<file path="config.mk">
export PLATFORM = sky130hd
export DESIGN_NAME = lcdcd_top
export DESIGN_NICKNAME = d
export VERILOG_FILES = /design/src/logic/lcdcd_pkg.sv /design/src/logic/lcdcd_fifo.sv /design/src/logic/lcdcd_top.sv
export SDC_FILE = /design/constraint.sdc
export NUM_CORES = 1
export LEC_CHECK = 0
export ABC_AREA = 1
export BUFFER_PORTS_ARGS = -buffer_cell sky130_fd_sc_hd__clkbuf_2
export CAP_MARGIN = 20
export CORE_UTILIZATION = 40
export DETAILED_ROUTE_END_ITERATION = 8
export GPL_ROUTABILITY_DRIVEN = 0
export GPL_TIMING_DRIVEN = 0
export PLACE_DENSITY = 0.63
export SYNTH_ARGS = -nofsm -noshare
export SYNTH_HDL_FRONTEND = slang
export SYNTH_HIERARCHICAL = 1
export SYNTH_SLANG_ARGS = --single-unit
</file>
<file path="constraint.sdc">
create_clock -name CLK -period 14.4 [get_ports CLK]
set_clock_uncertainty 0.15 [all_clocks]
set_input_delay 3.6 -clock CLK [delete_from_list [all_inputs] [get_ports CLK]]
set_output_delay 3.6 -clock CLK [all_outputs]
set_load 0.05 [all_outputs]
</file>
<file path="src/logic/lcdcd_pkg.sv">
// Purpose: constants and types for the LCD command decoder
// Assumes: host bytes arrive already deserialised, one per strobe
// Notes:   Operation list below
`default_nettype none
package lcdcd_pkg;
	localparam int COLS = 128;
	localparam int PAGES = 8;
	localparam logic [6:0] COL_LAST = 7'h7f;
	localparam logic [2:0] PAGE_LAST = 3'h7;
	// opcodes
	localparam logic [7:0] OP_WRITE = 8'h01;
	localparam logic [7:0] OP_READ = 8'h02;
	localparam logic [7:0] OP_STATUS = 8'h03;
	localparam logic [7:0] OP_COL = 8'h04;
	localparam logic [7:0] OP_VEND_ADV = 8'h30;
	localparam logic [7:0] OP_CONTRAST = 8'h81;
	localparam logic [7:0] OP_TRIPLE = 8'h82;
	localparam logic [7:0] OP_SCAN_DIV = 8'h83;
	localparam logic [7:0] OP_DISP = 8'hc9;
	localparam logic [7:0] OP_SYSRST = 8'he1;
	localparam logic [7:0] OP_NOP = 8'he3;
	localparam logic [7:0] OP_LAST_ROW = 8'hf1;
	localparam logic [6:0] OP_VEND_TEST_HI = 7'h72;
	localparam logic [5:0] OP_TEMP_HI = 6'h09;
	localparam logic [4:0] OP_PUMP_HI = 5'h05;
	localparam logic [4:0] OP_PAGE_HI = 5'h16;
	localparam logic [3:0] OP_PANEL_HI = 4'ha;
	localparam logic [5:0] OP_BIAS_HI = 6'h3a;
	localparam logic [6:0] DISP_KEY = 7'h57;
	localparam logic [7:0] SYSRST_KEY = 8'he2;
	localparam logic [7:0] SEL_LINE = 8'h00;
	localparam logic [7:0] SEL_ISO_FRONT = 8'h01;
	localparam logic [7:0] SEL_ISO_END = 8'h02;
	// reset values
	localparam logic [1:0] BIAS_RST = 2'h2;
	localparam logic [1:0] TEMP_RST = 2'h0;
	localparam logic [6:0] CONTRAST_RST = 7'h6e;
	localparam logic [2:0] PUMP_RST = 3'h5;
	localparam logic [3:0] PANEL_RST = 4'h2;
	localparam logic [4:0] DIV_RST = 5'h06;
	localparam logic [6:0] LINE_RST = 7'h16;
	localparam logic [2:0] ISO_FRONT_RST = 3'h1;
	localparam logic [2:0] ISO_END_RST = 3'h0;
	localparam logic [5:0] LAST_ROW_RST = 6'h3f;
	// field positions
	localparam int COL_MIRROR_BIT = 2;
	localparam int ROW_MIRROR_BIT = 3;
	localparam int STEP_WRAP_BIT = 0;
	localparam int STEP_COL_DOWN_BIT = 1;
	localparam int STEP_PAGE_DOWN_BIT = 2;
	localparam int FIFO_DEPTH = 8;
	localparam int POWER_UP_CYC = 4;

	typedef enum logic [2:0] {
		LCDCD_IDLE = 3'b000,
		LCDCD_WR   = 3'b001,
		LCDCD_RD   = 3'b011,
		LCDCD_STAT = 3'b010,
		LCDCD_PARM = 3'b110,
		LCDCD_SEL  = 3'b111,
		LCDCD_VAL  = 3'b101
	} lcdcd_state_t;

	typedef struct packed {
		logic       cmd_or_pixel_select;
		logic [7:0] data;
	} lcdcd_tok_t;

	typedef struct packed {
		logic [1:0] bias_ratio_select;
		logic [1:0] temp_coef_select;
		logic [6:0] contrast_level;
		logic [2:0] pump_config;
		logic [3:0] panel_control;
		logic [4:0] scan_clock_divider;
		logic [6:0] line_width_clocks;
		logic [2:0] isolation_front_clocks;
		logic [2:0] isolation_end_clocks;
		logic [5:0] last_row_index;
	} lcdcd_cfg_t;

	typedef struct packed {
		logic       we;
		logic [2:0] page;
		logic [6:0] col;
		logic [7:0] wdata;
	} lcdcd_ram_t;

	localparam lcdcd_cfg_t CFG_RST = '{BIAS_RST, TEMP_RST, CONTRAST_RST, PUMP_RST,
		PANEL_RST, DIV_RST, LINE_RST, ISO_FRONT_RST, ISO_END_RST, LAST_ROW_RST};
endpackage
`default_nettype wire

</file>
<file path="src/logic/lcdcd_fifo.sv">
// Purpose: token FIFO between host byte receiver and decoder
// Assumes: single clock, flip-flop storage
// Notes:   full/empty from an occupancy count
`default_nettype none
module lcdcd_fifo #(
	parameter int W = 9,
	parameter int D = 8
) (
	input  wire logic         clk,     // clock
	input  wire logic         rst,     // async reset
	input  wire logic [W-1:0] in_data, // fill data
	input  wire logic         in_valid, // fill valid
	output logic              in_ready, // not full
	output logic [W-1:0]      out_data, // head word
	output logic              out_valid, // not empty
	input  wire logic         out_ready // drain accept
);
	localparam int AW = $clog2(D);
	logic [W-1:0] mem_q [D];
	logic [AW-1:0] wp_q, rp_q;
	logic [AW:0] cnt_q, cnt_d;
	logic push, pop;

	assign out_valid = (cnt_q != '0);
	assign cnt_d = cnt_q + (AW+1)'(push) - (AW+1)'(pop);
	assign out_data = mem_q[rp_q];
	assign push = in_valid && in_ready;
	assign pop = out_valid && out_ready;

	always_ff @(posedge clk) begin
		if (push) begin
			mem_q[wp_q] <= in_data;
		end
	end

	always_ff @(posedge clk or posedge rst) begin
		if (rst) begin
			wp_q <= '0;
			rp_q <= '0;
			cnt_q <= '0;
			in_ready <= 1'b1;
		end else begin
			// registered so the top's ready output comes from a flip-flop
			in_ready <= (cnt_d != D[AW:0]);
			if (push) begin
				wp_q <= (wp_q == AW'(D - 1)) ? '0 : wp_q + 1'b1;
			end
			if (pop) begin
				rp_q <= (rp_q == AW'(D - 1)) ? '0 : rp_q + 1'b1;
			end
			cnt_q <= cnt_d;
		end
	end
endmodule
`default_nettype wire

</file>
<file path="src/logic/lcdcd_top.sv">
// Purpose: command decoder and control register bank of the LCD controller
// Assumes: host bytes arrive as tokens with a command/data select bit
// Notes:   RAM itself sits outside; this block drives its port
`default_nettype none
module lcdcd_top (
	input  wire logic                  CLK,        // master clock
	input  wire logic                  RST,        // power-up or pin reset
	input  wire lcdcd_pkg::lcdcd_tok_t TOK,        // host token
	input  wire logic                  TOK_VALID,  // token strobe
	output logic                       TOK_READY,  // FIFO has room
	input  wire logic [2:0]            PTR_STEP,   // pointer-step config bits
	input  wire logic                  SILICON_VERSION, // version strap
	input  wire logic [7:0]            RAM_RDATA,  // RAM read data, next cycle
	output lcdcd_pkg::lcdcd_ram_t      RAM_REQ,    // RAM access
	output logic                       RAM_RE,     // RAM read strobe
	output logic [7:0]                 RD_DATA,    // byte returned to host
	output logic                       RD_VALID,   // read byte pulse
	output lcdcd_pkg::lcdcd_cfg_t      CFG,        // control registers
	output logic                       DISPLAY_ON, // display on/off bit
	output logic                       DRIVERS_ON, // drivers active
	output logic                       SLEEP       // sleep mode
);
	import lcdcd_pkg::*;

	lcdcd_tok_t   tok;
	logic         tok_valid, tok_take;
	lcdcd_state_t state_q;
	logic [7:0]   op_q, sel_q;
	logic [6:0]   column_pointer_q;
	logic [2:0]   row_group_index_q;
	lcdcd_cfg_t   cfg_q;
	logic         display_on_bit_q, drivers_on_q, sleep_q;
	logic [2:0]   pwr_cnt_q;
	logic         rd_pend_q;
	logic         is_cmd, is_data, soft_rst, ram_step;

	lcdcd_fifo #(.W($bits(lcdcd_tok_t)), .D(FIFO_DEPTH)) u_fifo (
		.clk(CLK),
		.rst(RST),
		.in_data(TOK),
		.in_valid(TOK_VALID),
		.in_ready(TOK_READY),
		.out_data(tok),
		.out_valid(tok_valid),
		.out_ready(tok_take)
	);

	// stall decode while a read result is pending so the RAM port stays single
	assign tok_take = !rd_pend_q;
	assign is_cmd = tok_valid && tok_take && !tok.cmd_or_pixel_select;
	assign is_data = tok_valid && tok_take && tok.cmd_or_pixel_select;
	assign soft_rst = is_data && state_q == LCDCD_PARM && op_q == OP_SYSRST
		&& tok.data == SYSRST_KEY;
	assign ram_step = is_data && (state_q == LCDCD_WR || state_q == LCDCD_RD);

	// ==========================================================
	// helpers
	function automatic logic [6:0] ram_col(input logic [6:0] c, input logic mx);
		ram_col = mx ? (COL_LAST - c) : c;
	endfunction

	function automatic logic two_byte(input logic [7:0] op);
		two_byte = op == OP_COL || op == OP_VEND_ADV || op == OP_CONTRAST
			|| op == OP_SCAN_DIV || op == OP_DISP || op == OP_SYSRST || op == OP_LAST_ROW
			|| op[7:1] == OP_VEND_TEST_HI;
	endfunction

	// ==========================================================
	// sequence state
	always_ff @(posedge CLK or posedge RST) begin
		if (RST) begin
			state_q <= LCDCD_IDLE;
			op_q <= 8'h00;
			sel_q <= 8'h00;
		end else if (is_cmd) begin
			op_q <= tok.data;
			case (tok.data)
				OP_WRITE: state_q <= LCDCD_WR;
				OP_READ: state_q <= LCDCD_RD;
				OP_STATUS: state_q <= LCDCD_STAT;
				OP_TRIPLE: state_q <= LCDCD_SEL;
				default: state_q <= two_byte(tok.data) ? LCDCD_PARM : LCDCD_IDLE;
			endcase
		end else if (is_data) begin
			case (state_q)
				LCDCD_SEL: begin
					sel_q <= tok.data;
					state_q <= LCDCD_VAL;
				end
				default: state_q <= LCDCD_IDLE;
			endcase
		end
	end

	// ==========================================================
	// control registers
	always_ff @(posedge CLK or posedge RST) begin
		if (RST) begin
			cfg_q <= CFG_RST;
			display_on_bit_q <= 1'b0;
		end else if (soft_rst) begin
			cfg_q <= CFG_RST;
			display_on_bit_q <= 1'b0;
		end else if (is_cmd) begin
			if (tok.data[7:2] == OP_TEMP_HI) begin
				cfg_q.temp_coef_select <= tok.data[1:0];
			end
			if (tok.data[7:3] == OP_PUMP_HI) begin
				cfg_q.pump_config <= tok.data[2:0];
			end
			if (tok.data[7:4] == OP_PANEL_HI) begin
				cfg_q.panel_control <= tok.data[3:0];
			end
			if (tok.data[7:2] == OP_BIAS_HI) begin
				cfg_q.bias_ratio_select <= tok.data[1:0];
			end
		end else if (is_data && state_q == LCDCD_PARM) begin
			case (op_q)
				OP_CONTRAST: cfg_q.contrast_level <= tok.data[6:0];
				OP_SCAN_DIV: cfg_q.scan_clock_divider <= tok.data[4:0];
				OP_LAST_ROW: cfg_q.last_row_index <= tok.data[5:0];
				OP_DISP: begin
					if (tok.data[7:1] == DISP_KEY) begin
						display_on_bit_q <= tok.data[0];
					end
				end
				default: ; // vendor parameters are swallowed
			endcase
		end else if (is_data && state_q == LCDCD_VAL) begin
			case (sel_q)
				SEL_LINE: cfg_q.line_width_clocks <= tok.data[6:0];
				SEL_ISO_FRONT: cfg_q.isolation_front_clocks <= tok.data[2:0];
				SEL_ISO_END: cfg_q.isolation_end_clocks <= tok.data[2:0];
				default: ;
			endcase
		end
	end

	// ==========================================================
	// RAM pointers
	always_ff @(posedge CLK or posedge RST) begin
		if (RST) begin
			column_pointer_q <= 7'h00;
			row_group_index_q <= 3'h0;
		end else if (soft_rst) begin
			column_pointer_q <= 7'h00;
			row_group_index_q <= 3'h0;
		end else if (is_cmd && tok.data[7:3] == OP_PAGE_HI) begin
			row_group_index_q <= tok.data[2:0];
		end else if (is_data && state_q == LCDCD_PARM && op_q == OP_COL) begin
			column_pointer_q <= tok.data[6:0];
		end else if (ram_step) begin
			if (!PTR_STEP[STEP_COL_DOWN_BIT]) begin
				if (column_pointer_q != COL_LAST) begin
					column_pointer_q <= column_pointer_q + 7'h01;
				end else if (PTR_STEP[STEP_WRAP_BIT]) begin
					column_pointer_q <= 7'h00;
					row_group_index_q <= PTR_STEP[STEP_PAGE_DOWN_BIT] ? row_group_index_q - 3'h1
						: row_group_index_q + 3'h1;
				end // else hold at page end
			end else begin
				if (column_pointer_q != 7'h00) begin
					column_pointer_q <= column_pointer_q - 7'h01;
				end else if (PTR_STEP[STEP_WRAP_BIT]) begin
					column_pointer_q <= COL_LAST;
					row_group_index_q <= PTR_STEP[STEP_PAGE_DOWN_BIT] ? row_group_index_q - 3'h1
						: row_group_index_q + 3'h1;
				end
			end
		end
	end

	// ==========================================================
	// RAM port and read answers
	always_ff @(posedge CLK or posedge RST) begin
		if (RST) begin
			RAM_REQ <= '0;
			RAM_RE <= 1'b0;
			rd_pend_q <= 1'b0;
			RD_DATA <= 8'h00;
			RD_VALID <= 1'b0;
		end else begin
			RAM_REQ.we <= ram_step && state_q == LCDCD_WR;
			RAM_REQ.page <= row_group_index_q;
			RAM_REQ.col <= ram_col(column_pointer_q, cfg_q.panel_control[COL_MIRROR_BIT]);
			RAM_REQ.wdata <= tok.data;
			RAM_RE <= ram_step && state_q == LCDCD_RD;
			rd_pend_q <= ram_step && state_q == LCDCD_RD;
			RD_VALID <= 1'b0;
			if (rd_pend_q) begin
				RD_DATA <= RAM_RDATA;
				RD_VALID <= 1'b1;
			end else if (is_data && state_q == LCDCD_STAT) begin
				RD_DATA <= {SILICON_VERSION, drivers_on_q, cfg_q.panel_control[COL_MIRROR_BIT],
					cfg_q.panel_control[ROW_MIRROR_BIT], 4'h0};
				RD_VALID <= 1'b1;
			end
		end
	end

	// ==========================================================
	// sleep and driver sequencing: power first, drivers after
	always_ff @(posedge CLK or posedge RST) begin
		if (RST) begin
			sleep_q <= 1'b1;
			drivers_on_q <= 1'b0;
			pwr_cnt_q <= 3'h0;
		end else if (!display_on_bit_q) begin
			sleep_q <= 1'b1;
			drivers_on_q <= 1'b0;
			pwr_cnt_q <= 3'h0;
		end else begin
			sleep_q <= 1'b0;
			if (pwr_cnt_q != 3'(POWER_UP_CYC)) begin
				pwr_cnt_q <= pwr_cnt_q + 3'h1;
			end else begin
				drivers_on_q <= 1'b1;
			end
		end
	end

	always_ff @(posedge CLK or posedge RST) begin
		if (RST) begin
			CFG <= CFG_RST;
			DISPLAY_ON <= 1'b0;
			DRIVERS_ON <= 1'b0;
			SLEEP <= 1'b1;
		end else begin
			CFG <= cfg_q;
			DISPLAY_ON <= display_on_bit_q;
			DRIVERS_ON <= drivers_on_q;
			SLEEP <= sleep_q;
		end
	end
endmodule
`default_nettype wire

</file>
==> run metrics <==
cts bufs inserted=26; clock network fraction of design power=0.253; Die X=161 um; Synth Area in Adders=0.0200; Rows=57; CTS root buf=clkbuf_16; minimum clock period=~5.1 ns; CTS tree=built; antenna viol nets, final=0; Longest Clk Path Bufs=3; Sw Share=0.421; PnR worst setup slack=a little over 9 ns; Place WS=8.84 ns; largest net degree at the start of global routing=90; Max Fanout on Critical Path=1; fillers=2,274; synth unique cells=47; Hold Path Class=flop to flop; critical path, cell by cell=clkbuf_2; Compound-Gate Fraction of Synth Area=0.0529; largest family of logic cells by synthesized area=simple AND/OR/NAND/NOR gates; Clock Latency Late Sink=about 0.53 ns; crit path kind=flop to output pin; Detailed Place HPWL=15,500 um; period utilisation layout=0.352; Power per Cell Area=218 nW/um2; register area share after synthesis=0.619; WL per Instance=14.9 um; RSZ-0062 raised after global routing=no; nets=1,201; first-pass GRT wire length=between 30,000 and 40,000 um; multi-input logic area=roughly 3000 um2; post-CTS sizing=0; simple-gate share of the synthesized area=0.211; Final Util=0.485; cell family with most CP delay=flip-flops; Startpoint Class=flop; Post-synth EDFFs=72; Via density=4.79; Initial DRC Count=approximately 540; largest area contributor in the netlist=dfrtp_1; static leakage=5.95 nW; Max VDD drop=145 uV; worst slew pin tran=1.09 ns; Min Hold Slack=0.206 ns; Synth async-reset ratio=0.692; Synth Warn #=6; clk slew on worst S/H paths=0.06 ns; Setup Buffers After CTS=0; Cells after Synth=1,035; ranking of synthesized cells by area=dfrtp_1 (29%), edfxtp_1 (21%), dfstp_2 (12%); top cells by count, synth=nand2_1 (273), inv_1 (167), dfrtp_1 (117), nand3_1 (82), edfxtp_1 (72); register share of total power=0.345; fraction of layout cells with a size suffix above 1=0.206; Synth Flop Type=dfrtp_1; flop-to-flop setup slack=between 10 and 15 ns; Combinational Power Share=0.402; # DRC=0; crit end category=output pin; Syn Nets=1,074; xor and xnor fraction of the mapped netlist area=0.0121; First-pass DRT Iterations=5; maximum capacitance violations=0; overflow left after global routing=0; post-synthesis mux area share=0; core region area=24,600 um2; H-tree Lvls=1; Int Power=1.51 mW; Die Y-Extent=161 um; Achievable Freq=around 200 MHz; DR vias=7,213; Mean Syn Cell Area=9.78 um2; vias in the first global route=approximately 7,000; slew margin rel.=0.271; die area=between 20,000 and 30,000 um2; Buf/Inv on CP=1; CP max stage delay=0.53 ns; Seq. cell area=around 6300 um2; Crit path arrival time=1.32 ns; setup TNS=0 ns; Hold Vio Cnt, Final=0; final wirelength=22,500 um; Finish-stage setup viols=0; initial antenna violation count=0; required time of the critical path=~11 ns; Area growth syn-to-layout=17.8%; slowest CP cell=dfstp_2; All-Layer GR Usage=0.179; run status=finished, final reports clean; top-count cell post-synth=nand2_1; diode count=0; post-synth top area share=0.289; post-synthesis cell area=10,100 um2; Clock Sink Count=approximately 230; Psw=1.09 mW; num ports=99; hold_buf cts=0; Port Buf Inserts=98; starting density of the core=0.412; Yosys reg bits=approximately 230; final slew viol count=0
metrics by stage:
| stage | area (um2) | power [mW] | std cells |
|---|---|---|---|
| global route | 11900 | 2.77 | 1506 |
| global placement | 11000 | 1.93 | 1457 |
| detailed placement | 11100 | 1.95 | 1458 |
| floorplan | 10100 | 1.65 | 1035 |
| CTS | 11900 | 2.61 | 1506 |
| finish | 11900 | 2.60 | 1506 |
routing by layer:
metal | track usage | vias to the layer above | share of wire
met5 | 0 | - | 0
met4 | 0.0570 | 0 | 0.025
met3 | 0.0300 | 42 | 0.053
met2 | 0.294 | 201 | 0.47
met1 | 0.241 | 3416 | 0.45
li1 | - | 3554 | -
final timing paths:
| path | startpoint | endpoint | cells after the start |
|---|---|---|---|
| min in group asynchronous | RST | u_fifo/wp_q[0]$_DFFE_PP0P_ | 2 |
| min reg2reg | sleep_q$_DFF_PP1_ | SLEEP$_DFF_PP1_ | 0 |
| max in group asynchronous | RST | CFG[5]$_DFF_PP1_ | 3 |
| max reg2reg | u_fifo/rp_q[0]$_DFFE_PP0P_ | cfg_q[12]$_DFFE_PP0P_ | 15 |
| min | sleep_q$_DFF_PP1_ | SLEEP$_DFF_PP1_ | 0 |
| max | CFG[21]$_DFF_PP1_ | CFG[21] | 1 |
logic make-up after synthesis:
group,count (synthesis)
AOI/OAI and AO/OA,95
xor gates and xnor gates,14
adders and majority gates,15
buffers and inverters,199
DFF,234
and+or+nand+nor,478
placed cells by master (no fill, tap or decap), types with 6 or more instances in the layout:
master | Yosys | layout
nand2_1 | 273 | 273
nor2_1 | 65 | 65
ha_1 | 13 | 13
clkbuf_8 | 0 | 6
o22ai_1 | 15 | 15
nand4_1 | 17 | 17
nand3_2 | 9 | 9
inv_1 | 167 | 166
nor3_1 | 7 | 7
o21ai_0 | 49 | 49
edfxtp_1 | 72 | 72
dfrtp_1 | 117 | 117
clkbuf_2 | 0 | 98
nand3_1 | 82 | 82
a21oi_1 | 16 | 16
clkbuf_16 | 0 | 29
dfstp_2 | 45 | 45
xor2_1 | 10 | 10
buf_2 | 9 | 9
clkbuf_1 | 5 | 11
area by class of cell:
class	instances	share of cell area
multi-input cells	602	0.251
repair buffers	99	0.0434
clock inverters	7	0.00388
plain buffers	25	0.0167
well taps	324	0.0340
clock buffers	41	0.0696
flip-flops and latches	234	0.526
inverters	174	0.0554
flip-flops by register name, indices dropped and copies added (netlist names), 4 cells and up:
| register | flops |
|---|---|
| cfg_q | 42 |
| op_q | 8 |
| column_pointer_q | 7 |
| RD_DATA | 8 |
| CFG | 42 |
| u_fifo/mem_q | 72 |
| sel_q | 8 |
| RAM_REQ | 19 |
| u_fifo/cnt_q | 4 |
worst reg2reg max path, delay by kind of cell (launching register included):
family                 cells  cell delay [ns]
AOI/OAI and AO/OA          1             0.07
buffers and inverters      4             0.72
DFF                        1             0.42
and+or+nand+nor           10             1.51
power groups by stage:
stage	sequential, mW	combinational (mW)	clock, mW
2_1_floorplan	1.05	0.596	0
3_3_place_gp	0.906	1.03	0
3_5_place_dp	0.908	1.04	0
4_1_cts	0.897	1.04	0.674
5_1_grt	0.910	1.16	0.699
6_report	0.896	1.04	0.659
No activity file was read; power rests on OpenSTA's default activity.
